[src/design/scpc_pkg.sv]
// Shared constants, carrier types and decode function of the clock prescale control block
package scpc_pkg;

	// Core clock rate
	localparam int CLK_MHZ = 50;

	// Register offsets on the plain register port
	localparam logic [3:0] ADDR_TRIM  = 4'h0;
	localparam logic [3:0] ADDR_PRESC = 4'h1;
	localparam logic [3:0] ADDR_ASYNC = 4'h2;

	// Field positions and masks
	localparam int         PCE_BIT      = 7;
	localparam int         EXT_CLOCK_BIT = 6;
	localparam int         ASYNC_EN_BIT = 5;
	localparam int         TRIM_TOP_BIT = 7;
	localparam logic [7:0] PCE_ONLY     = 8'h80;
	localparam logic [7:0] ASYNC_MASK   = 8'h60;

	// Clock source select codes
	localparam logic [3:0] SRC_EXTERNAL = 4'h0;
	localparam logic [3:0] SRC_RC       = 4'h2;
	localparam logic [3:0] SRC_RC_LOW   = 4'h3;

	// Division field values
	localparam logic [3:0] DIV_RESET_PLAIN = 4'h0;
	localparam logic [3:0] DIV_RESET_DIV8  = 4'h3;
	localparam logic [3:0] DIV_MAX_CODE    = 4'h8;

	// Change enable window in core cycles
	localparam logic [2:0] PCE_WINDOW = 3'h4;

	// Start-up time codes
	localparam logic [1:0] STARTUP_SHORT = 2'h0;
	localparam logic [1:0] STARTUP_FAST  = 2'h1;
	localparam logic [1:0] STARTUP_SLOW  = 2'h2;

	// Start-up delays: cycle counts and times in microseconds
	localparam int WAKE_CK      = 6;
	localparam int RESET_CK     = 14;
	localparam int FAST_US      = 4100;
	localparam int SLOW_US      = 65000;
	localparam int FAST_CYCLES  = FAST_US * CLK_MHZ;
	localparam int SLOW_CYCLES  = SLOW_US * CLK_MHZ;
	localparam logic [1:0] SYNC_WAIT = 2'h2;

	// Register port request
	typedef struct packed {
		logic [3:0] addr;
		logic [7:0] wdata;
		logic       wr;
		logic       rd;
	} scpc_bus_type;

	// Fuses and factory calibration byte
	typedef struct packed {
		logic [3:0] source_select;
		logic [1:0] startup_time;
		logic       clock_output;
		logic       divide_by_eight;
		logic [7:0] factory_trim;
	} scpc_fuse_type;

	// Division factor minus one; reserved codes run as the largest factor
	function automatic logic [7:0] div_mask(input logic [3:0] code);
		logic [8:0] factor;
		factor = 9'h001 << code;
		if (code > DIV_MAX_CODE) factor = 9'h100;
		div_mask = 8'(factor - 9'h001);
	endfunction : div_mask

endpackage : scpc_pkg

[src/design/scpc_top.sv]
// Clock source control, system clock prescaler and RC trim register
`timescale 1ns/1ps
module scpc_top #(
	parameter int FAST_CYCLES = scpc_pkg::FAST_CYCLES,
	parameter int SLOW_CYCLES = scpc_pkg::SLOW_CYCLES
) (
	// Clock, reset and clock enable
	input  wire logic                    clk,
	input  wire logic                    rst_n,
	input  wire logic                    ce,
	// Fuses and factory calibration byte
	input  wire scpc_pkg::scpc_fuse_type fuses,
	// Register port
	input  wire scpc_pkg::scpc_bus_type  bus,
	output logic [7:0]                   rdata,
	// Wake-up from sleep
	input  wire logic                    wake_req,
	output logic                         wake_done,
	// Core reset and divided clock
	output logic                         core_reset_n,
	output logic                         sys_clk_enable,
	// Clock output pin and its normal port function
	input  wire logic                    port_out,
	input  wire logic                    port_oe,
	output logic                         clock_output_pin,
	output logic                         clock_output_pin_oe,
	// Oscillator steering
	output logic                         sys_source_external,
	output logic                         timer_osc_crystal_enable,
	output logic                         timer_osc_ext_clock_accept,
	output logic                         trim_range_bit,
	output logic [6:0]                   trim_fine_field
);
	// Reset sequence states
	typedef enum logic [3:0] {
		SEQ_SYNC  = 4'b0001,
		SEQ_LOAD  = 4'b0010,
		SEQ_DELAY = 4'b0100,
		SEQ_RUN   = 4'b1000
	} scpc_seq_type;

	scpc_pkg::scpc_fuse_type fuse_meta;
	scpc_pkg::scpc_fuse_type fuse_sync;
	scpc_seq_type            seq;
	logic [1:0]              sync_count;
	logic                    delay_done;
	logic [7:0]              rc_oscillator_trim;
	logic [3:0]              prescale_select_field;
	logic                    prescale_change_enable;
	logic [2:0]              pce_count;
	logic [7:0]              async_timer_status_reg;
	logic                    div_tick;
	logic                    div_level;
	logic [3:0]              div_active;
	logic                    rc_selected;
	logic                    wr_trim;
	logic                    wr_presc;
	logic                    wr_async;
	logic                    pce_open_write;
	logic                    field_write;
	logic                    pce_arm;

	// Fuse and calibration inputs pass two flip-flops
	always_ff @(posedge clk or negedge rst_n) begin
		if (!rst_n) begin
			fuse_meta <= '0;
			fuse_sync <= '0;
		end else if (ce) begin
			fuse_meta <= fuses;
			fuse_sync <= fuse_meta;
		end
	end

	// Reset sequence: settle fuses, load registers, count delay
	always_ff @(posedge clk or negedge rst_n) begin
		if (!rst_n) begin
			seq        <= SEQ_SYNC;
			sync_count <= 2'h0;
		end else if (ce) begin
			unique case (seq)
				SEQ_SYNC: begin
					sync_count <= 2'(sync_count + 2'h1);
					if (sync_count == scpc_pkg::SYNC_WAIT) seq <= SEQ_LOAD;
				end
				SEQ_LOAD: seq <= SEQ_DELAY;
				SEQ_DELAY: begin
					if (delay_done) seq <= SEQ_RUN;
				end
				SEQ_RUN: seq <= SEQ_RUN;
				default: seq <= SEQ_SYNC;
			endcase
		end
	end

	assign core_reset_n = (seq == SEQ_RUN);

	// Reset and wake-up delay counters
	scpc_startup #(
		.FAST_CYCLES (FAST_CYCLES),
		.SLOW_CYCLES (SLOW_CYCLES)
	) u_startup (
		.clk       (clk),
		.rst_n     (rst_n),
		.ce        (ce),
		.start     (seq == SEQ_LOAD),
		.startup_code (fuse_sync.startup_time),
		.done      (delay_done),
		.wake_req  (wake_req && core_reset_n),
		.wake_done (wake_done)
	);

	// Register port decode
	assign wr_trim  = bus.wr && core_reset_n && (bus.addr == scpc_pkg::ADDR_TRIM);
	assign wr_presc = bus.wr && core_reset_n && (bus.addr == scpc_pkg::ADDR_PRESC);
	assign wr_async = bus.wr && core_reset_n && (bus.addr == scpc_pkg::ADDR_ASYNC);

	assign pce_arm = wr_presc && (bus.wdata == scpc_pkg::PCE_ONLY);
	assign field_write    = wr_presc && prescale_change_enable && !bus.wdata[scpc_pkg::PCE_BIT];
	assign pce_open_write = pce_arm && prescale_change_enable;

	always_ff @(posedge clk or negedge rst_n) begin
		if (!rst_n) begin
			rc_oscillator_trim <= 8'h00;
		end else if (ce) begin
			if (seq == SEQ_LOAD) rc_oscillator_trim <= fuse_sync.factory_trim;
			else if (wr_trim) rc_oscillator_trim <= bus.wdata;
		end
	end

	assign trim_range_bit  = rc_oscillator_trim[scpc_pkg::TRIM_TOP_BIT];
	assign trim_fine_field = rc_oscillator_trim[6:0];

	always_ff @(posedge clk or negedge rst_n) begin
		if (!rst_n) begin
			prescale_select_field <= scpc_pkg::DIV_RESET_DIV8;
		end else if (ce) begin
			if (seq == SEQ_LOAD) begin
				prescale_select_field <= fuse_sync.divide_by_eight ?
					scpc_pkg::DIV_RESET_DIV8 : scpc_pkg::DIV_RESET_PLAIN;
			end else if (field_write) begin
				prescale_select_field <= bus.wdata[3:0];
			end
		end
	end

	always_ff @(posedge clk or negedge rst_n) begin
		if (!rst_n) begin
			prescale_change_enable <= 1'b0;
			pce_count              <= 3'h0;
		end else if (ce) begin
			if (field_write) begin
				prescale_change_enable <= 1'b0;
				pce_count              <= 3'h0;
			end else if (prescale_change_enable) begin
				pce_count <= 3'(pce_count - 3'h1);
				if (pce_count == 3'h1) prescale_change_enable <= 1'b0;
			end else if (pce_arm) begin
				prescale_change_enable <= 1'b1;
				pce_count              <= scpc_pkg::PCE_WINDOW;
			end
		end
	end

	// Timer oscillator control bits
	always_ff @(posedge clk or negedge rst_n) begin
		if (!rst_n) begin
			async_timer_status_reg <= 8'h00;
		end else if (ce && wr_async) begin
			async_timer_status_reg <= bus.wdata & scpc_pkg::ASYNC_MASK;
		end
	end

	// Read data, valid in the cycle after the read strobe
	always_ff @(posedge clk or negedge rst_n) begin
		if (!rst_n) begin
			rdata <= 8'h00;
		end else if (ce && bus.rd) begin
			unique case (bus.addr)
				scpc_pkg::ADDR_TRIM:  rdata <= rc_oscillator_trim;
				scpc_pkg::ADDR_PRESC: rdata <= {prescale_change_enable, 3'h0,
					prescale_select_field};
				scpc_pkg::ADDR_ASYNC: rdata <= async_timer_status_reg;
				default:              rdata <= 8'h00;
			endcase
		end
	end

	scpc_prescaler u_prescaler (
		.clk         (clk),
		.rst_n       (rst_n),
		.ce          (ce),
		.code        (prescale_select_field),
		.tick        (div_tick),
		.clk_level   (div_level),
		.active_code (div_active)
	);

	assign sys_clk_enable = div_tick && ce;

	assign clock_output_pin_oe = fuse_sync.clock_output || port_oe;
	assign clock_output_pin    = fuse_sync.clock_output ? div_level : port_out;

	assign sys_source_external = (fuse_sync.source_select == scpc_pkg::SRC_EXTERNAL);

	assign rc_selected = (fuse_sync.source_select == scpc_pkg::SRC_RC) ||
		(fuse_sync.source_select == scpc_pkg::SRC_RC_LOW);
	assign timer_osc_ext_clock_accept = rc_selected &&
		async_timer_status_reg[scpc_pkg::ASYNC_EN_BIT] &&
		async_timer_status_reg[scpc_pkg::EXT_CLOCK_BIT];
	assign timer_osc_crystal_enable = rc_selected &&
		async_timer_status_reg[scpc_pkg::ASYNC_EN_BIT] &&
		!async_timer_status_reg[scpc_pkg::EXT_CLOCK_BIT];

	// Register and window checks
	// lone enable arms
	pce_arm_a: assert property (@(posedge clk) disable iff (!rst_n)
		ce && wr_presc && !prescale_change_enable && bus.wdata != scpc_pkg::PCE_ONLY
		|=> !prescale_change_enable) else $error("enable set by mixed write");
	pce_timeout_a: assert property (@(posedge clk) disable iff (!rst_n || !ce)
		$rose(prescale_change_enable) && !bus.wr |-> prescale_change_enable [*4] ##1
		!prescale_change_enable) else $error("enable window not four cycles");
	pce_count_a: assert property (@(posedge clk) disable iff (!rst_n)
		prescale_change_enable |-> pce_count inside {[3'h1:3'h4]})
		else $error("enable window counter out of range");
	pce_rewrite_a: assert property (@(posedge clk) disable iff (!rst_n)
		ce && pce_open_write |=> pce_count == 3'($past(pce_count) - 3'h1))
		else $error("enable rewrite restarted window");
	pce_mixed_a: assert property (@(posedge clk) disable iff (!rst_n)
		ce && wr_presc && prescale_change_enable && bus.wdata[scpc_pkg::PCE_BIT]
		|=> $stable(prescale_select_field)) else $error("division written with enable bit");
	field_write_a: assert property (@(posedge clk) disable iff (!rst_n)
		ce && field_write |=> prescale_select_field == $past(bus.wdata[3:0]) &&
		!prescale_change_enable) else $error("division write not taken");
	field_guard_a: assert property (@(posedge clk) disable iff (!rst_n)
		ce && seq == SEQ_RUN && !prescale_change_enable |=> $stable(prescale_select_field))
		else $error("division changed without enable");
	reset_div_a: assert property (@(posedge clk) disable iff (!rst_n)
		ce && seq == SEQ_LOAD |=> prescale_select_field ==
		($past(fuse_sync.divide_by_eight) ? 4'h3 : 4'h0)) else $error("reset division wrong");
	reserved_zero_a: assert property (@(posedge clk) disable iff (!rst_n)
		ce && bus.rd && bus.addr == scpc_pkg::ADDR_PRESC |=> rdata[6:4] == 3'h0)
		else $error("reserved prescale bits not zero");
	unit_div_a: assert property (@(posedge clk) disable iff (!rst_n || !ce)
		div_tick && div_active == 4'h0 && prescale_select_field == 4'h0 |=> div_tick)
		else $error("undivided clock skipped a cycle");
	enable_gate_a: assert property (@(posedge clk) disable iff (!rst_n)
		sys_clk_enable |-> ce && div_tick)
		else $error("divided enable without clock enable");

	// Trim, pin and oscillator checks
	// factory trim loaded
	trim_load_a: assert property (@(posedge clk) disable iff (!rst_n)
		ce && seq == SEQ_LOAD |=> rc_oscillator_trim == $past(fuse_sync.factory_trim))
		else $error("factory trim not loaded");
	trim_write_a: assert property (@(posedge clk) disable iff (!rst_n)
		ce && wr_trim |=> rc_oscillator_trim == $past(bus.wdata))
		else $error("trim write not taken");
	write_block_a: assert property (@(posedge clk) disable iff (!rst_n)
		ce && !core_reset_n && seq != SEQ_LOAD |=> $stable(rc_oscillator_trim))
		else $error("trim changed while core held");
	trim_read_a: assert property (@(posedge clk) disable iff (!rst_n)
		ce && bus.rd && bus.addr == scpc_pkg::ADDR_TRIM
		|=> rdata == $past(rc_oscillator_trim))
		else $error("trim read back wrong");
	pin_follow_a: assert property (@(posedge clk) disable iff (!rst_n)
		!fuse_sync.clock_output |-> clock_output_pin == port_out &&
		clock_output_pin_oe == port_oe) else $error("clock pin lost its port function");
	clock_pin_a: assert property (@(posedge clk) disable iff (!rst_n)
		fuse_sync.clock_output |-> clock_output_pin_oe && clock_output_pin == div_level)
		else $error("clock pin not driven with divided clock");
	timer_osc_a: assert property (@(posedge clk) disable iff (!rst_n)
		timer_osc_ext_clock_accept || timer_osc_crystal_enable |-> rc_selected)
		else $error("timer oscillator used without RC source");
	async_bits_a: assert property (@(posedge clk) disable iff (!rst_n)
		(async_timer_status_reg & ~scpc_pkg::ASYNC_MASK) == 8'h00)
		else $error("unused timer control bits set");

	// Main scenarios
	clock_out_reset_c: cover property (@(posedge clk) disable iff (!rst_n)
		fuse_sync.clock_output && seq == SEQ_DELAY && clock_output_pin_oe);
	change_seq_c: cover property (@(posedge clk) disable iff (!rst_n)
		pce_arm && !prescale_change_enable ##[1:4] field_write);
	div8_reset_c: cover property (@(posedge clk) disable iff (!rst_n)
		seq == SEQ_LOAD && fuse_sync.divide_by_eight);
	pce_expire_c: cover property (@(posedge clk) disable iff (!rst_n)
		$fell(prescale_change_enable) && !field_write);
	div_switch_c: cover property (@(posedge clk) disable iff (!rst_n)
		div_tick && div_active != prescale_select_field);

endmodule : scpc_top

[src/design/scpc_prescaler.sv]
// Glitch-free system clock prescaler driven by the undivided clock
`timescale 1ns/1ps
module scpc_prescaler (
	// Clock and reset
	input  wire logic       clk,
	input  wire logic       rst_n,
	input  wire logic       ce,
	// Requested division code
	input  wire logic [3:0] code,
	// Divided clock
	output logic            tick,
	output logic            clk_level,
	output logic [3:0]      active_code
);
	logic [7:0] count;
	logic [7:0] mask;
	logic [7:0] next_count;
	logic [7:0] next_mask;

	// One tick per divided period
	// factor from code
	assign mask = scpc_pkg::div_mask(active_code);
	assign tick = (count == mask);

	// Values after this edge; a new code is taken only at a period end
	// old tick then new period
	always_comb begin
		next_count = tick ? 8'h00 : 8'(count + 8'h01);
		next_mask  = tick ? scpc_pkg::div_mask(code) : mask;
	end

	always_ff @(posedge clk or negedge rst_n) begin
		if (!rst_n) begin
			count       <= 8'h00;
			active_code <= scpc_pkg::DIV_RESET_DIV8;
		end else if (ce) begin
			count <= next_count;
			if (tick) active_code <= code;
		end
	end

	// Divided clock level, high over the first half of each period
	always_ff @(posedge clk or negedge rst_n) begin
		if (!rst_n) begin
			clk_level <= 1'b1;
		end else if (ce) begin
			clk_level <= (next_mask == 8'h00) || (next_count <= (next_mask >> 1));
		end
	end

	count_bound_a: assert property (@(posedge clk) disable iff (!rst_n)
		count <= mask) else $error("prescaler count beyond period");
	new_code_a: assert property (@(posedge clk) disable iff (!rst_n || !ce)
		tick && code != active_code |=> active_code == $past(code) && count == 8'h00)
		else $error("new division not taken at period end");
	div_four_a: assert property (@(posedge clk) disable iff (!rst_n || !ce)
		tick && code == 4'h2 && active_code == 4'h2 |=> !tick [*3] ##1 tick)
		else $error("divide by four period wrong");

endmodule : scpc_prescaler

[src/design/scpc_startup.sv]
// Reset and wake-up delay counters counted in source clock cycles
`timescale 1ns/1ps
module scpc_startup #(
	parameter int FAST_CYCLES = scpc_pkg::FAST_CYCLES,
	parameter int SLOW_CYCLES = scpc_pkg::SLOW_CYCLES
) (
	// Clock and reset
	input  wire logic       clk,
	input  wire logic       rst_n,
	input  wire logic       ce,
	// Reset delay
	input  wire logic       start,
	input  wire logic [1:0] startup_code,
	output logic            done,
	// Wake-up delay
	input  wire logic       wake_req,
	output logic            wake_done
);
	logic [21:0] count;
	logic        busy;
	logic [2:0]  wake_count;
	logic        wake_busy;
	logic [21:0] delay;

	always_comb begin
		unique case (startup_code)
			scpc_pkg::STARTUP_SHORT: delay = 22'(scpc_pkg::RESET_CK);
			scpc_pkg::STARTUP_FAST:  delay = 22'(scpc_pkg::RESET_CK + FAST_CYCLES);
			default:            delay = 22'(scpc_pkg::RESET_CK + SLOW_CYCLES);
		endcase
	end

	assign done      = busy && (count == 22'h000000);
	assign wake_done = wake_busy && (wake_count == 3'h0);

	// Reset delay counter
	always_ff @(posedge clk or negedge rst_n) begin
		if (!rst_n) begin
			count <= 22'h000000;
			busy  <= 1'b0;
		end else if (ce) begin
			if (start) begin
				count <= 22'(delay - 22'h000001);
				busy  <= 1'b1;
			end else if (done) begin
				busy <= 1'b0;
			end else if (busy) begin
				count <= 22'(count - 22'h000001);
			end
		end
	end

	always_ff @(posedge clk or negedge rst_n) begin
		if (!rst_n) begin
			wake_count <= 3'h0;
			wake_busy  <= 1'b0;
		end else if (ce) begin
			if (wake_req && !wake_busy) begin
				wake_count <= 3'(scpc_pkg::WAKE_CK - 1);
				wake_busy  <= 1'b1;
			end else if (wake_done) begin
				wake_busy <= 1'b0;
			end else if (wake_busy) begin
				wake_count <= 3'(wake_count - 3'h1);
			end
		end
	end

	reset_delay_a: assert property (@(posedge clk) disable iff (!rst_n || !ce)
		start && startup_code == scpc_pkg::STARTUP_SHORT |-> !done [*8] ##7 done)
		else $error("short reset delay not 14 cycles");
	wake_delay_a: assert property (@(posedge clk) disable iff (!rst_n || !ce)
		wake_req && !wake_busy |-> !wake_done [*6] ##0 1'b1 ##0 !wake_done ##0 1'b1)
		else $error("wake-up delay too short");
	wake_end_a: assert property (@(posedge clk) disable iff (!rst_n || !ce)
		wake_req && !wake_busy |-> ##6 wake_done)
		else $error("wake-up delay not six cycles");

endmodule : scpc_startup

[config.mk]
export PLATFORM = sky130hd
export DESIGN_NAME = scpc_top
export DESIGN_NICKNAME = d
export VERILOG_FILES = /design/src/design/scpc_pkg.sv /design/src/design/scpc_top.sv /design/src/design/scpc_prescaler.sv /design/src/design/scpc_startup.sv
export SDC_FILE = /design/constraint.sdc
export NUM_CORES = 1
export LEC_CHECK = 0
export BUFFER_PORTS_ARGS = -buffer_cell sky130_fd_sc_hd__buf_2
export CORE_ASPECT_RATIO = 0.5
export CORE_UTILIZATION = 50
export CTS_CLUSTER_SIZE = 12
export DETAILED_ROUTE_END_ITERATION = 12
export GPL_ROUTABILITY_DRIVEN = 0
export PLACE_DENSITY = 0.68
export SETUP_SLACK_MARGIN = 0.02
export SLEW_MARGIN = 20
export SYNTH_ARGS = -nofsm -noshare
export SYNTH_HDL_FRONTEND = slang
export SYNTH_HIERARCHICAL = 1
export SYNTH_SLANG_ARGS = --single-unit
[constraint.sdc]
create_clock -name clk -period 7.3 [get_ports clk]
set_clock_uncertainty 0.15 [all_clocks]
set_input_delay 1.095 -clock clk [delete_from_list [all_inputs] [get_ports clk]]
set_output_delay 1.095 -clock clk [all_outputs]
set_load 0.005 [all_outputs]
==> flow_summary.json <==
{
  "status": "complete, no violations",
  "min_path_cells": 2,
  "ant_nets": 0,
  "p_sw_uw": 876,
  "yosys-top-cells-area": "dfrtp_1 40%, mux2_2 7.5%, ha_1 3.3%",
  "path_clk_slew_ns": 0.07,
  "clk_latency_ns": 0.35,
  "synth_top_area_share_pct": 39.8,
  "maxCapViolCount": 0,
  "rows": 28,
  "finalHoldViolCount": 0,
  "synthToLayoutAreaGrowth_pct": 10.9,
  "cts_sinks": 104,
  "cts.path.max_buffers": 2,
  "io_pins": 60,
  "synth-seq-cells": 104,
  "rsz0062_at_grt": "false",
  "synth.net_count": 666,
  "top_register": "u_startup/count",
  "drive_gt1_share_pct": 25.0,
  "ys_seq_area_share_pct": 42.4,
  "hold_buffers": 0,
  "synth_most_common_cell": "dfrtp_1",
  "power_frac_clock_pct": 20.8,
  "port_buffers": 59,
  "antenna_found_initial": 0,
  "nets": 706,
  "dieArea_um2": 12800,
  "async_flop_share_pct": 100,
  "die_w_um": 159,
  "cts_repair_resize_count": 0,
  "numCtsBuffers": 9,
  "drt_iter0_markers": 283,
  "peakVddDrop_mv": 0.178,
  "slew_viol_final": 0,
  "worst_pin_slew_ns": 0.805,
  "syn_inst": 614,
  "cts_tree": "yes",
  "pwr-share-comb_pct": 37.5,
  "syn_avg_cell_area_um2": 10.0,
  "netlist_area_um2": 6160,
  "first_pass_iters": 4,
  "hold_path_class": "reg -> reg",
  "power_frac_seq_pct": 41.8,
  "num_vias": 4865,
  "crit_path_end_kind": "flop",
  "p_per_area_nw_per_um2": 331,
  "yosysWarnings": 6,
  "post-cts-setup-buffer-count": 0,
  "synth_common_cells": "98 x dfrtp_1, 50 x nand2_1, 43 x nor2_1",
  "insertedDiodeCount": 0,
  "wl_per_cell_um": 16.8,
  "post-dp-hpwl_um": 9640,
  "clock.fmax_mhz": 226,
  "grt_max_degree": 57,
  "crit_fanout": 20,
  "finalSetupViolations": 0,
  "reg2reg_slack_ns": 2.88,
  "cts_root_buf": "clkbuf_16",
  "post-route-min-period_ns": 4.42,
  "vias_per_cell": 5.90,
  "rr_worst_depth": 17,
  "drc": 0,
  "synth_flop_cell": "dfrtp_1",
  "start_util_pct": 51.7,
  "critPathKind": "reg -> reg",
  "reg_top3": "u_startup/count (22), fuse_meta (16), fuse_sync (16)",
  "crit_path_start_kind": "flop",
  "fin_tns_setup_ns": 0,
  "h-tree-depth": 3,
  "grt_pass1_vias": 4648,
  "fin_cells": 824,
  "largest_reg_flops": 22,
  "crit_arrival_ns": 4.55,
  "core-area_um2": 11900,
  "overflow": 0,
  "finalCritPeriodShare_pct": 60.5,
  "intPower_uw": 1390,
  "grt_pass1_wl_um": 22900,
  "dieHeight_um": 80.5,
  "cp.required_ns": 7.43,
  "slew_headroom_pct": 46.2,
  "synth_edf_count": 0,
  "dp.cells": 808,
  "synth.distinct_cells": 79,
  "switching_share_pct": 38.7,
  "yosysTopAreaCell": "dfrtp_1",
  "leakage_uw": 0.00287,
  "grt_usage_pct": 22.5,
  "drt-total-wl_um": 13900
}
power by group through the flow:
stage	Sequential [µW]	Clock, µW	Combinational, µW
after floorplan	856	0	691
after global placement	946	0	814
after detailed placement	951	0	836
after CTS	942	481	843
after global routing	971	499	953
final	945	469	847
area by class of cell:
class,count,area [µm²]
multi-input cells,453,3310
well taps,165,206
flip-flops and latches,104,2610
inverters,22,82.6
repair buffers,64,335
clock buffers,13,260
fillers,1046,5080
clock inverters,3,26.3
metrics by stage:
| step | worst slack (ns) | util [%] | hold slack, ns | power (µW) | cell area (µm²) |
|---|---|---|---|---|---|
| 4_1_cts | 2.88 | 57.4 | 0.336 | 2270 | 6830 |
| 3_5_place_dp | 2.91 | 55.0 | 0.320 | 1790 | 6550 |
| 2_1_floorplan | 3.53 | - | 0.316 | 1550 | 6160 |
| 6_report | 2.88 | 57.4 | 0.326 | 2260 | 6830 |
| 5_1_grt | 2.51 | 57.4 | 0.366 | 2420 | 6830 |
| 3_3_place_gp | 3.01 | 55.0 | 0.312 | 1760 | 6550 |
worst paths after layout:
check	from	end
hold reg to reg	rdata[0]$_DFFE_PN0P_	rdata[0]$_DFFE_PN0P_
max in group asynchronous	rst_n	u_startup/count[12]$_DFFE_PN0P_
min in group asynchronous	rst_n	u_startup/count[4]$_DFFE_PN0P_
hold / removal	rdata[0]$_DFFE_PN0P_	rdata[0]$_DFFE_PN0P_
setup / recovery	u_prescaler/active_code[3]$_DFFE_PN0P_	u_prescaler/clk_level$_DFFE_PN1P_
setup reg to reg	u_prescaler/active_code[3]$_DFFE_PN0P_	u_prescaler/clk_level$_DFFE_PN1P_
per-layer routing:
layer | track usage, % | wire [µm] | up-vias
met5 | 0 | 0 | -
met4 | 7.50 | 171 | 0
met3 | 4.60 | 578 | 15
met2 | 37.9 | 6580 | 112
met1 | 29.1 | 6520 | 2382
li1 | - | - | 2356
cell families after synthesis:
group | after synthesis | share of synthesized area, %
buf+inv | 57 | 4.04
fa+ha+maj | 16 | 3.25
xor+xnor | 9 | 1.28
flops | 104 | 42.4
simple gates | 216 | 20.2
compound gates | 150 | 17.4
mux | 62 | 11.4
critical path, cell delays in order, from the launching register on:
cell,delay [ns]
dfrtp_1,0.49
nor2_1,0.18
nand2_1,0.11
ha_1,0.28
or3_1,0.35
a21oi_1,0.19
a211oi_2,0.09
a2111oi_4,0.52
buf_4,0.35
mux2_2,0.37
ha_1,0.30
nor2b_1,0.14
o21a_1,0.15
o21ai_0,0.15
a21oi_1,0.08
nor3_1,0.16
o22ai_1,0.11
a41oi_1,0.19
placed cells by master (no fill, tap or decap), types with 5 or more instances in the layout:
cell	count
a211oi_1	5
a21oi_1	23
a2bb2oi_1	10
a31oi_1	8
and2_1	6
and3_1	8
buf_2	58
buf_4	6
clkbuf_16	9
dfrtp_1	98
dfstp_2	6
ha_1	16
inv_1	21
mux2_2	41
mux2_4	6
mux2i_1	15
nand2_1	50
nand2b_1	11
nand3_1	20
nand4_1	8
nor2_1	43
nor2b_1	10
nor3_1	12
nor4_1	7
o211ai_1	6
o21a_1	5
o21ai_0	28
o22ai_1	12
o31ai_1	12
or3_1	5
xnor2_1	7
(Power assumes the default switching activity.)
